==> src/core/path_framer_cfg.svh <==
/*
 Constants of the path packet framer and router: register offsets, field
 positions, limits, response codes and fixed header codes.
 Assumes inclusion by bare name from the framer's design files.
*/
`ifndef PATH_FRAMER_CFG_SVH
`define PATH_FRAMER_CFG_SVH

`define REG_CTRL 8'h00
`define REG_ROUTE 8'h04
`define REG_SAPS 8'h08
`define REG_STATUS 8'h0C

`define CTRL_TYPE_BIT 8
`define ROUTE_VALID_BIT 31
`define ROUTE_SRC_OCTET_BIT 30
`define ROUTE_DST_OCTET_BIT 29
`define ROUTE_QUAL_EN_BIT 28
`define ROUTE_QUAL_LSB 20
`define SAPS_ENTRY_LSB 16

`define HDR_VERSION 3'h0
`define SEQ_UNSEGMENTED 2'h3
`define APP_ID_RESERVED_BASE 11'h7F0
`define MAX_OCTETS 17'h10000

`define RESP_OKAY 2'b00
`define RESP_SLVERR 2'b10

`endif

==> src/core/path_framer_pkg.sv <==
/*
 Types of the path packet framer and router: header layout, request and
 indication bundles, route entry and sequencing states.
 Assumes nothing beyond a SystemVerilog compiler.
*/
package path_framer_pkg;

	// Primary header, most significant field first as on the wire.
	typedef struct packed {
		logic [2:0] version;
		logic type_bit;
		logic second_header_present;
		logic [10:0] app_process_ident;
		logic [1:0] seq_flags;
		logic [13:0] seq_count;
		logic [15:0] length;
	} path_hdr_t;

	// Assembly request: user header plus octets that follow the header.
	typedef struct packed {
		path_hdr_t user_hdr;
		logic [16:0] octet_count;
	} asm_req_t;

	// Transmitted header with the set of exit access points.
	typedef struct packed {
		path_hdr_t hdr;
		logic [15:0] sap_mask;
	} tx_out_t;

	// Arrival indication toward user or extraction.
	typedef struct packed {
		logic to_extract;
		logic [18:0] path_identifier;
		logic data_loss;
		path_hdr_t hdr;
	} rx_ind_t;

	// One logical data path in the routing list.
	typedef struct packed {
		logic valid;
		logic src_octet;
		logic dst_octet;
		logic qual_en;
		logic [7:0] qualifier;
		logic [10:0] app_process_ident;
		logic [3:0] entry_sap;
		logic [15:0] exit_mask;
	} route_t;

	typedef enum logic [1:0] {
		ST_IDLE = 2'b00,
		ST_LOOK = 2'b01,
		ST_SEND = 2'b10
	} stage_t;

endpackage

==> src/core/path_packet_framer_router.sv <==
/*
 Path packet framer and router: builds primary headers for outgoing packets,
 selects exit access points, recovers the path of arriving packets and
 checks sequence continuity for extraction. Routes are set over AXI4-Lite.
 Assumes request and answer ports are driven from logic on aclk.
*/
// The placing of the registers and the AXI4-Lite slave port were chosen for this implementation.
`timescale 1ns/1ps
`default_nettype none
`include "path_framer_cfg.svh"

module path_packet_framer_router #(
	parameter int NUM_ROUTES = 8,
	parameter int NUM_SAP = 4
) (
	// Clock and reset.
	input wire logic aclk,
	input wire logic aresetn,
	// AXI4-Lite write channels.
	input wire logic [7:0] awaddr,
	input wire logic awvalid,
	output logic awready,
	input wire logic [31:0] wdata,
	input wire logic [3:0] wstrb,
	input wire logic wvalid,
	output logic wready,
	output logic [1:0] bresp,
	output logic bvalid,
	input wire logic bready,
	// AXI4-Lite read channels.
	input wire logic [7:0] araddr,
	input wire logic arvalid,
	output logic arready,
	output logic [31:0] rdata,
	output logic [1:0] rresp,
	output logic rvalid,
	input wire logic rready,
	// Assembly requests from the user.
	input wire logic asm_valid,
	output logic asm_ready,
	input wire path_framer_pkg::asm_req_t asm_req,
	output logic asm_refused,
	// Outgoing headers toward the access points.
	output logic tx_valid,
	input wire logic tx_ready,
	output path_framer_pkg::tx_out_t tx_out,
	// Arriving headers from the access points.
	input wire logic rx_valid,
	output logic rx_ready,
	input wire path_framer_pkg::path_hdr_t rx_hdr,
	input wire logic [3:0] rx_sap,
	output logic rx_dropped,
	// Indications toward the user or extraction.
	output logic ind_valid,
	input wire logic ind_ready,
	output path_framer_pkg::rx_ind_t ind_out
);
	import path_framer_pkg::*;

	localparam int IDX_W = (NUM_ROUTES > 1) ? $clog2(NUM_ROUTES) : 1;

	route_t route_r [NUM_ROUTES];
	logic [IDX_W-1:0] route_sel_r;
	logic type_bit_r;
	logic [7:0] tx_cnt_r, rx_cnt_r, loss_cnt_r, refused_cnt_r;

	logic aw_have_r, w_have_r;
	logic [7:0] aw_addr_r;
	logic [31:0] w_data_r;
	logic [3:0] w_strb_r;
	logic do_write, wr_ok;
	logic [31:0] wmask, route_word, saps_word, ctrl_word, status_word, merged;
	logic [31:0] rd_mux;
	logic rd_ok;
	route_t sel_route;

	stage_t tx_state_r, rx_state_r;
	asm_req_t req_r;
	logic [IDX_W-1:0] tx_idx, tx_idx_r, rx_idx, rx_idx_r;
	logic tx_hit, rx_hit, tx_len_ok;
	logic [13:0] tx_seq_rd;
	logic [14:0] rx_seq_rd;
	logic tx_wr_en, rx_wr_en;
	path_hdr_t rx_hdr_r;
	logic [7:0] rx_qual, rx_qual_r;

	// Register views of the selected route and of the block state.
	always_comb begin
		sel_route = route_r[route_sel_r];
		ctrl_word = '0;
		ctrl_word[IDX_W-1:0] = route_sel_r;
		ctrl_word[`CTRL_TYPE_BIT] = type_bit_r;
		route_word = '0;
		route_word[`ROUTE_VALID_BIT] = sel_route.valid;
		route_word[`ROUTE_SRC_OCTET_BIT] = sel_route.src_octet;
		route_word[`ROUTE_DST_OCTET_BIT] = sel_route.dst_octet;
		route_word[`ROUTE_QUAL_EN_BIT] = sel_route.qual_en;
		route_word[`ROUTE_QUAL_LSB +: 8] = sel_route.qualifier;
		route_word[10:0] = sel_route.app_process_ident;
		saps_word = '0;
		saps_word[`SAPS_ENTRY_LSB +: 4] = sel_route.entry_sap;
		saps_word[NUM_SAP-1:0] = sel_route.exit_mask[NUM_SAP-1:0];
		status_word = {refused_cnt_r, loss_cnt_r, tx_cnt_r, rx_cnt_r};
	end

	// Byte-lane mask from the latched write strobes.
	always_comb begin
		for (int b = 0; b < 4; b++) begin
			wmask[b*8 +: 8] = {8{w_strb_r[b]}};
		end
		unique case (aw_addr_r)
			`REG_CTRL: merged = (ctrl_word & ~wmask) | (w_data_r & wmask);
			`REG_ROUTE: merged = (route_word & ~wmask) | (w_data_r & wmask);
			`REG_SAPS: merged = (saps_word & ~wmask) | (w_data_r & wmask);
			default: merged = w_data_r;
		endcase
	end

	// A write completes once address and data are both held.
	assign awready = !aw_have_r && !bvalid;
	assign wready = !w_have_r && !bvalid;
	assign do_write = aw_have_r && w_have_r && !bvalid;

	// Reserved identifiers may not be given to a valid path.
	always_comb begin
		unique case (aw_addr_r)
			`REG_CTRL, `REG_SAPS: wr_ok = 1'b1;
			`REG_ROUTE: wr_ok = !(merged[`ROUTE_VALID_BIT] &&
				(merged[10:0] >= `APP_ID_RESERVED_BASE));
			default: wr_ok = 1'b0;
		endcase
	end

	// Write address and data capture.
	always_ff @(posedge aclk) begin
		if (!aresetn) begin
			aw_have_r <= 1'b0;
			w_have_r <= 1'b0;
			aw_addr_r <= '0;
			w_data_r <= '0;
			w_strb_r <= '0;
		end else begin
			if (awvalid && awready) begin
				aw_have_r <= 1'b1;
				aw_addr_r <= {awaddr[7:2], 2'b00};
			end else if (do_write) begin
				aw_have_r <= 1'b0;
			end
			if (wvalid && wready) begin
				w_have_r <= 1'b1;
				w_data_r <= wdata;
				w_strb_r <= wstrb;
			end else if (do_write) begin
				w_have_r <= 1'b0;
			end
		end
	end

	// Write response; unmapped or refused writes answer with a slave error.
	always_ff @(posedge aclk) begin
		if (!aresetn) begin
			bvalid <= 1'b0;
			bresp <= `RESP_OKAY;
		end else if (do_write) begin
			bvalid <= 1'b1;
			bresp <= wr_ok ? `RESP_OKAY : `RESP_SLVERR;
		end else if (bready) begin
			bvalid <= 1'b0;
		end
	end

	// Control register and routing list; all paths invalid after reset.
	always_ff @(posedge aclk) begin
		if (!aresetn) begin
			route_sel_r <= '0;
			type_bit_r <= 1'b0;
			for (int i = 0; i < NUM_ROUTES; i++) begin
				route_r[i] <= '0;
			end
		end else if (do_write && wr_ok) begin
			unique case (aw_addr_r)
				`REG_CTRL: begin
					route_sel_r <= merged[IDX_W-1:0];
					type_bit_r <= merged[`CTRL_TYPE_BIT];
				end
				`REG_ROUTE: begin
					route_r[route_sel_r].valid <= merged[`ROUTE_VALID_BIT];
					route_r[route_sel_r].src_octet <= merged[`ROUTE_SRC_OCTET_BIT];
					route_r[route_sel_r].dst_octet <= merged[`ROUTE_DST_OCTET_BIT];
					route_r[route_sel_r].qual_en <= merged[`ROUTE_QUAL_EN_BIT];
					route_r[route_sel_r].qualifier <= merged[`ROUTE_QUAL_LSB +: 8];
					route_r[route_sel_r].app_process_ident <= merged[10:0];
				end
				`REG_SAPS: begin
					route_r[route_sel_r].entry_sap <= merged[`SAPS_ENTRY_LSB +: 4];
					route_r[route_sel_r].exit_mask <= {{(16-NUM_SAP){1'b0}}, merged[NUM_SAP-1:0]};
				end
				default: begin
				end
			endcase
		end
	end

	// Read decode.
	always_comb begin
		rd_ok = 1'b1;
		unique case ({araddr[7:2], 2'b00})
			`REG_CTRL: rd_mux = ctrl_word;
			`REG_ROUTE: rd_mux = route_word;
			`REG_SAPS: rd_mux = saps_word;
			`REG_STATUS: rd_mux = status_word;
			default: begin
				rd_mux = '0;
				rd_ok = 1'b0;
			end
		endcase
	end

	// Read answer one cycle after the address is taken.
	assign arready = !rvalid;
	always_ff @(posedge aclk) begin
		if (!aresetn) begin
			rvalid <= 1'b0;
			rdata <= '0;
			rresp <= `RESP_OKAY;
		end else if (arvalid && arready) begin
			rvalid <= 1'b1;
			rdata <= rd_mux;
			rresp <= rd_ok ? `RESP_OKAY : `RESP_SLVERR;
		end else if (rready) begin
			rvalid <= 1'b0;
		end
	end

	// Source lookup by process identifier, lowest entry first.
	always_comb begin
		tx_hit = 1'b0;
		tx_idx = '0;
		for (int i = 0; i < NUM_ROUTES; i++) begin
			if (!tx_hit && route_r[i].valid &&
				route_r[i].app_process_ident == asm_req.user_hdr.app_process_ident) begin
				tx_hit = 1'b1;
				tx_idx = IDX_W'(i);
			end
		end
		tx_len_ok = (asm_req.octet_count != '0) && (asm_req.octet_count <= `MAX_OCTETS);
	end

	assign asm_ready = (tx_state_r == ST_IDLE);
	assign tx_valid = (tx_state_r == ST_SEND);
	assign tx_wr_en = tx_valid && tx_ready && route_r[tx_idx_r].src_octet;

	// Per-path counters for the assembly side.
	path_seq_mem #(.WIDTH(14), .DEPTH(NUM_ROUTES), .AW(IDX_W)) tx_seq_mem (
		.aclk(aclk),
		.aresetn(aresetn),
		.rd_addr(tx_idx),
		.rd_data(tx_seq_rd),
		.wr_en(tx_wr_en),
		.wr_addr(tx_idx_r),
		.wr_data(14'(tx_out.hdr.seq_count + 14'h0001))
	);

	// Assembly sequencer: take, build header, hand to access points.
	always_ff @(posedge aclk) begin
		if (!aresetn) begin
			tx_state_r <= ST_IDLE;
			tx_idx_r <= '0;
			req_r <= '0;
			tx_out <= '0;
			asm_refused <= 1'b0;
		end else begin
			asm_refused <= 1'b0;
			unique case (tx_state_r)
				ST_IDLE: begin
					if (asm_valid) begin
						if (tx_hit && tx_len_ok) begin
							tx_idx_r <= tx_idx;
							req_r <= asm_req;
							tx_state_r <= ST_LOOK;
						end else begin
							asm_refused <= 1'b1;
						end
					end
				end
				ST_LOOK: begin
					tx_out.hdr.version <= `HDR_VERSION;
					tx_out.hdr.second_header_present <= req_r.user_hdr.second_header_present;
					tx_out.hdr.app_process_ident <= req_r.user_hdr.app_process_ident;
					tx_out.sap_mask <= route_r[tx_idx_r].exit_mask;
					if (route_r[tx_idx_r].src_octet) begin
						tx_out.hdr.type_bit <= type_bit_r;
						tx_out.hdr.seq_flags <= `SEQ_UNSEGMENTED;
						tx_out.hdr.seq_count <= tx_seq_rd;
						tx_out.hdr.length <= 16'(req_r.octet_count - 17'h00001);
					end else begin
						tx_out.hdr.type_bit <= req_r.user_hdr.type_bit;
						tx_out.hdr.seq_flags <= req_r.user_hdr.seq_flags;
						tx_out.hdr.seq_count <= req_r.user_hdr.seq_count;
						tx_out.hdr.length <= req_r.user_hdr.length;
					end
					tx_state_r <= ST_SEND;
				end
				ST_SEND: begin
					if (tx_ready) begin
						tx_state_r <= ST_IDLE;
					end
				end
				default: tx_state_r <= ST_IDLE;
			endcase
		end
	end

	// Destination lookup; a qualifier comes from the receiving access point.
	always_comb begin
		rx_hit = 1'b0;
		rx_idx = '0;
		rx_qual = {4'h0, rx_sap};
		for (int i = 0; i < NUM_ROUTES; i++) begin
			if (!rx_hit && route_r[i].valid &&
				route_r[i].app_process_ident == rx_hdr.app_process_ident &&
				(!route_r[i].qual_en || route_r[i].qualifier == rx_qual)) begin
				rx_hit = 1'b1;
				rx_idx = IDX_W'(i);
			end
		end
	end

	assign rx_ready = (rx_state_r == ST_IDLE);
	assign ind_valid = (rx_state_r == ST_SEND);
	assign rx_wr_en = ind_valid && ind_ready;

	// Last count seen per path, with a seen bit on top.
	path_seq_mem #(.WIDTH(15), .DEPTH(NUM_ROUTES), .AW(IDX_W)) rx_seq_mem (
		.aclk(aclk),
		.aresetn(aresetn),
		.rd_addr(rx_idx),
		.rd_data(rx_seq_rd),
		.wr_en(rx_wr_en),
		.wr_addr(rx_idx_r),
		.wr_data({1'b1, ind_out.hdr.seq_count})
	);

	// Recovery sequencer: match path, check continuity, deliver.
	always_ff @(posedge aclk) begin
		if (!aresetn) begin
			rx_state_r <= ST_IDLE;
			rx_idx_r <= '0;
			rx_hdr_r <= '0;
			rx_qual_r <= '0;
			ind_out <= '0;
			rx_dropped <= 1'b0;
		end else begin
			rx_dropped <= 1'b0;
			unique case (rx_state_r)
				ST_IDLE: begin
					if (rx_valid) begin
						if (rx_hit) begin
							rx_idx_r <= rx_idx;
							rx_hdr_r <= rx_hdr;
							rx_qual_r <= rx_qual;
							rx_state_r <= ST_LOOK;
						end else begin
							rx_dropped <= 1'b1;
						end
					end
				end
				ST_LOOK: begin
					ind_out.to_extract <= route_r[rx_idx_r].dst_octet;
					ind_out.path_identifier <= {route_r[rx_idx_r].qual_en ? rx_qual_r : 8'h00,
						rx_hdr_r.app_process_ident};
					ind_out.hdr <= rx_hdr_r;
					ind_out.data_loss <= route_r[rx_idx_r].dst_octet && rx_seq_rd[14] &&
						(rx_hdr_r.seq_count != 14'(rx_seq_rd[13:0] + 14'h0001));
					rx_state_r <= ST_SEND;
				end
				ST_SEND: begin
					if (ind_ready) begin
						rx_state_r <= ST_IDLE;
					end
				end
				default: rx_state_r <= ST_IDLE;
			endcase
		end
	end

	// Status counters, each wrapping at eight bits.
	always_ff @(posedge aclk) begin
		if (!aresetn) begin
			tx_cnt_r <= '0;
			rx_cnt_r <= '0;
			loss_cnt_r <= '0;
			refused_cnt_r <= '0;
		end else begin
			if (tx_valid && tx_ready) begin
				tx_cnt_r <= tx_cnt_r + 8'h01;
			end
			if (rx_wr_en) begin
				rx_cnt_r <= rx_cnt_r + 8'h01;
			end
			if (rx_wr_en && ind_out.data_loss) begin
				loss_cnt_r <= loss_cnt_r + 8'h01;
			end
			if (asm_refused || rx_dropped) begin
				refused_cnt_r <= refused_cnt_r + {7'h00, asm_refused} + {7'h00, rx_dropped};
			end
		end
	end

endmodule // path_packet_framer_router

`default_nettype wire

==> src/core/path_seq_mem.sv <==
/*
 Small per-path memory for sequence counts with a registered read port.
 Assumes one clock and a synchronous active-low reset that clears all words.
*/
`timescale 1ns/1ps
`default_nettype none

module path_seq_mem #(
	parameter int WIDTH = 14,
	parameter int DEPTH = 8,
	parameter int AW = 3
) (
	// Clock and reset.
	input wire logic aclk,
	input wire logic aresetn,
	// Read port.
	input wire logic [AW-1:0] rd_addr,
	output logic [WIDTH-1:0] rd_data,
	// Write port.
	input wire logic wr_en,
	input wire logic [AW-1:0] wr_addr,
	input wire logic [WIDTH-1:0] wr_data
);

	logic [WIDTH-1:0] mem_r [DEPTH];

	// Storage; every word starts from zero after reset.
	always_ff @(posedge aclk) begin
		if (!aresetn) begin
			for (int i = 0; i < DEPTH; i++) begin
				mem_r[i] <= '0;
			end
		end else if (wr_en) begin
			mem_r[wr_addr] <= wr_data;
		end
	end

	// Read data come out of a register one cycle after the address.
	always_ff @(posedge aclk) begin
		if (!aresetn) begin
			rd_data <= '0;
		end else begin
			rd_data <= mem_r[rd_addr];
		end
	end

endmodule // path_seq_mem

`default_nettype wire

==> config.mk <==
export PLATFORM = sky130hd
export DESIGN_NAME = path_packet_framer_router
export DESIGN_NICKNAME = d
export VERILOG_FILES = /design/src/core/path_framer_pkg.sv /design/src/core/path_packet_framer_router.sv /design/src/core/path_seq_mem.sv
export VERILOG_INCLUDE_DIRS = /design/src /design/src/core
export SDC_FILE = /design/constraint.sdc
export NUM_CORES = 2
export LEC_CHECK = 0
export ABC_AREA = 0
export BUFFER_PORTS_ARGS = -buffer_cell sky130_fd_sc_hd__buf_2
export CAP_MARGIN = 15
export CORE_MARGIN = 4
export CORE_UTILIZATION = 65
export CTS_CLUSTER_DIAMETER = 50
export CTS_CLUSTER_SIZE = 40
export DETAILED_ROUTE_END_ITERATION = 8
export GPL_TIMING_DRIVEN = 0
export PLACE_DENSITY = 0.92
export SYNTH_ARGS = -nofsm -noshare
export SYNTH_HDL_FRONTEND = slang
export SYNTH_SLANG_ARGS = --single-unit
==> constraint.sdc <==
create_clock -name aclk -period 5.8 [get_ports aclk]
set_input_delay 0.58 -clock aclk [delete_from_list [all_inputs] [get_ports aclk]]
set_output_delay 0.58 -clock aclk [all_outputs]
set_load 0.02 [all_outputs]
; Word level (Yosys, flattened, before mapping)
; Memory sizes are Yosys's and may differ from the RTL's. A register that Yosys moved wholly into a read port is not among the register bits.
; Index checks and enable logic that the tools add are counted.
; W data, S select, Z words.
[totals]
wordCells = 315
reg_bits = 373
mem_count = 3
mem_bits_ro = 0
out_inout_bits = 180
ramBits = 480
latchBits = 0
[memory_table]
columns = memory, depth, width, rd, rd_ports_with_merged_regs, write_ports, line
row1 = route_r, 8, 31, 11, 3, 8, path_packet_framer_router.sv:62  ; route_t route_r [NUM_ROUTES];
row2 = rx_seq_mem.mem_r, 8, 15, 1, 1, 8, path_seq_mem.sv:25  ; logic [WIDTH-1:0] mem_r [DEPTH];
row3 = tx_seq_mem.mem_r, 8, 14, 1, 1, 8, path_seq_mem.sv:25
[classes]
mux = 86
eq_ne = 40
addsub = 8
bitwise_logic = 8
reduce_logical = 114
shift = 0
multipliers = 0
magnitude_cmp = 2
n_div = 0
[op_table]
columns = op, n
row1 = $eq A11 B11 Y1, 16
row2 = $pmux W32 S4, 1
row3 = $or A32 B32 Y32, 3
row4 = $pmux W32 S3, 1
row5 = $and A32 B32 Y32, 2
row6 = $eq A8 B4 Y1, 8
row7 = $mux W3, 21
row8 = $logic_and A1 B1 Y1, 55
row9 = $mux W1, 46
row10 = $and A20 B32 Y32, 1
row11 = $and A9 B32 Y32, 1
row12 = $mux W32, 1
row13 = $not A32 Y32, 1
row14 = $mux W31, 1
row15 = $reduce_or A31 Y1, 1
row16 = $logic_not A1 Y1, 29
row17 = $add A14 B1 Y14 const B, 2
row18 = $add A8 B1 Y8 const B, 3
row19 = $eq A6 B2 Y1 const B, 3
row20 = $mux W2, 9
row21 = $reduce_and A3 Y1, 6
row22 = $le A17 B17 Y1 const B, 1
row23 = $reduce_bool A17 Y1, 1
row24 = $add A8 B1 Y8, 2
row25 = other kinds (23), 43

; Logic depth before layout (Yosys ltp)
; An unclocked memory read counts as a cell.
[logic_depth]
depth_word = 43
mapped_depth = 11
mapped_depth_nobuf = 10

; Hierarchy
; Synthesis repeated with hierarchy kept, for this count alone.
[hier_totals]
cells_unflattened = 3486
hier_area_um2 = 40533.9
[by_module_without_submodules]
columns = module, area_per_inst_um2, n_inst, cells_each
row1 = path_packet_framer_router, 29288.1, 1, 2797
row2 = path_seq_mem (rx_seq_mem), 5818.1, 1, 355
row3 = path_seq_mem (tx_seq_mem), 5427.7, 1, 334

; Least setup slack after synthesis
; No wires, ideal clock.
[synth_timing]
path_type = register -> register
start = register aw_addr_r[7]
end = memory route_r[0][10] (netlist name), enable pin
slack_ns = 2.355
path_buffers = 3
arrival_ns = 3.026
path_stages_with_launch = 12
period_less_slack_ns = 3.445
setup_ns = 0.418
cell_sequence = dfxtp_1 or4_4 buf_6 or3_1 buf_4 nor2_8 a22oi_4 a2111oi_4 nand3_4 nand4_4 buf_6 nand2_1
[synth_rtl]
columns = element, line
row1 = from (decl), path_packet_framer_router.sv:68  ; logic [7:0] aw_addr_r;
row2 = from (signal assigned), path_packet_framer_router.sv:145  ; aw_addr_r <= {awaddr[7:2], 2'b00};
row3 = to (decl), path_packet_framer_router.sv:62

==> results.yml <==
status:
  outcome: "finished with violations"
  violations: "setup timing"
route:
  via_per_inst: 6.71
  drt_iter0_drc: 5590
  drt-pass1-iter-count: 7
  drc_errors: 0
  drt-total-wl_um: 138000
  via_count: 35207
  routedWlPerCell_um: 26.3
  ant_nets: 0
sta:
  fin_skew_ns: 0.0433
  relSlewSlack: 0.0960
  hold_viol: 0
  period_minus_slack_ns: 5.83
  worst_pin_slew_ns: 1.36
  period_share: 1.00
  slew_violations: 0
  rsz0062_at_grt: "no"
  max_freq_mhz: 172
  setup_ws_ns: -0.0263
  final-setup-viol-count: 40
placed_design:
  port_buffers: 298
  place_ws_ns: 0.316
  gp_congestion: 1.03
  dp_hpwl_um: 97800
  dpl_cell_area_mm2: 0.0430
synthesis:
  synth_edf_count: 472
  ys_warn_count: 0
  synth_cell_types: 81
  ys_seq_elements: 857
  ys_seq_area_frac: 0.542
  async_flop_share: 0
  syn-cell-area_mm2: 0.0403
  synth_cells: 3935
  syn_avg_cell_area_um2: 10.3
  ys.flop_type: "edfxtp_1"
clock_tree:
  clkLatencyLatePin_ns: 0.66
  cts-htree-levels: 3
  clk_pin_slew_ns: 0.08
  numCtsBuffers: 72
  clock_tree.buffer_depth: 3
  cts_tree: "done"
  post_cts_resized: 0
  cts_root_buf: "clkbuf_16"
  cts_num_sinks: 857
  postCtsHoldBufs: 0
  postCtsSetupBuffers: 0
floorplanning:
  die-width_um: 257
  io_pins: 360
  dieArea_mm2: 0.0661
  core_mm2: 0.0616
  rows: 91
  dieHeight_um: 257
  start_util: 0.655
worst_setup_path:
  cp.required_ns: 6.07
  r2r_end: "route_r[2][10]"
  slowest_delay_ns: 0.85
  ff2ff_setup_slack_ns: -0.03
  worstRegToRegCells: 10
  crit_slowest_cell: "nand2_1"
  crit_end: "route_r[2][10]"
  crit_top_cell: "clkbuf_1"
  worst-path-buf-inv: 4
  worstPathCellList: "clkbuf_1 -> clkbuf_1 -> buf_1 -> mux4_2 -> mux2i_1 -> a21oi_1 -> nand3_4 -> nand4_4 -> buf_6 -> nand2_1"
  critPathKind: "reg2reg"
  arrival_ns: 6.10
  start_kind: "register"
  crit_path_end_kind: "register"
  cp.depth: 10
  critical_path.top_delay_family: "buffers and inverters"
  worstPathMaxFanout: 23
min_path:
  hp-class: "in2reg"
  min_path_cells: 2
layout:
  fin_area_mm2: 0.0459
  layout_commonest_cell: "nand2_1"
  final_layout_size_suffix_gt1_frac: 0.151
  syn_to_final_growth_pct: 13.7
  layout.nets: 4529
  final_cell_mix: "550 x nand2_1, 521 x nor2_1, 472 x edfxtp_1"
global_route:
  grt_start_max_net_pins: 28
  grt_usage: 0.399
  grt_pass1_wl_um: 201000
  overflow: 0
  grt_pass1_vias: 33877
  grt_antenna_before_repair: 10
power:
  ir_drop_mv: 0.245
  power.density_mw_per_mm2: 284
  p_leak_uw: 0.0159
run:
  maxCapViolations: 0
power breakdown:
group          internal [uW]  switching [uW]  total [uW]
Clock                   2780            2660        5440
Combinational            299             622         921
Sequential              6530             117        6650
Total                   9610            3400       13000
worst min-delay path by stage:
stage	from	endpoint	slack, ns
2_1_floorplan	rx_seq_mem.mem_r[0][14]	rx_seq_mem.mem_r[0][14]	0.43
3_3_place_gp	rx_hdr_r[45]	ind_out[45]	0.44
3_5_place_dp	rx_hdr_r[45]	ind_out[45]	0.44
4_1_cts	rready	rvalid	0.11
5_1_grt	rready	rvalid	0.11
6_report	rready	rvalid	0.12
Yosys cell counts, types with 16 or more instances:
library cell	number	area, um2
clkbuf_1	195	732
a31oi_1	16	100
mux2i_1	52	521
nand2b_1	34	213
mux2_2	29	327
nor3b_1	31	233
inv_1	80	300
nand4_1	121	757
or3_1	19	119
a211oi_1	84	631
edfxtp_1	472	14200
dfxtp_1	385	7710
nand3_1	88	440
o31ai_1	18	135
a21oi_1	272	1360
and4_1	18	158
and2_1	122	763
buf_1	22	82.6
nand2_1	550	2060
o211ai_1	21	158
buf_4	37	278
buf_2	37	185
a2111oi_0	31	272
a22oi_1	35	263
o21ai_0	47	235
nor3_1	60	300
nor2_1	521	1960
xnor2_1	219	1920
xor2_1	57	499
mux4_2	79	1780
per-stage QoR:
stage                     setup TNS (ns)  power (uW)  hold WS, ns   util  instances
after detailed placement               0        7620        0.443  0.699       5098
after global placement                 0        7590        0.436  0.697       5090
after CTS                              0       12900        0.110  0.742       5232
after global routing                   0       13200        0.105  0.745       5243
after floorplan                        0        7280        0.427      -       3955
final                             -0.607       13000        0.120  0.745       5245
state kept, by name, summed over array words and instances, names as in the netlist, 14 cells and up, named ones only:
register / cells
rdata: 32
route_r: 248
ind_out: 54
tx_seq_mem.rd_data: 14
req_r: 61
rx_seq_mem.mem_r: 120
tx_out: 49
tx_seq_mem.mem_r: 112
w_data_r: 27
rx_hdr_r: 48
rx_seq_mem.rd_data: 15
final cells by class:
| class | instances | area [um2] |
|---|---|---|
| Sequential cell | 857 | 21900 |
| Multi-Input combinational cell | 2712 | 16800 |
| Fill cell | 3816 | 15700 |
| Clock buffer | 78 | 1890 |
| Timing Repair Buffer | 312 | 1720 |
| Buffer | 305 | 1440 |
| Tap cell | 837 | 1050 |
| Clock inverter | 56 | 786 |
| Inverter | 81 | 304 |
| Antenna cell | 7 | 17.5 |
per-layer routing:
| layer | part of all wire | up-vias | GRT usage |
|---|---|---|---|
| met5 | 0.00031 | - | 0 |
| met4 | 0.086 | 6 | 0.267 |
| met3 | 0.14 | 887 | 0.132 |
| met2 | 0.45 | 3223 | 0.629 |
| met1 | 0.32 | 16382 | 0.467 |
| li1 | - | 14709 | - |
kinds of logic after synthesis:
kind of cell | Yosys count | synth area share
AOI/OAI and AO/OA | 599 | 0.0947
xor gates and xnor gates | 276 | 0.0599
adders and majority gates | 8 | 0.00267
buffers and inverters | 386 | 0.0431
DFF | 857 | 0.542
muxes | 160 | 0.0651
other | 1 | 0.0000929
and+or+nand+nor | 1648 | 0.192
No activity file was read; power rests on OpenSTA's default activity.
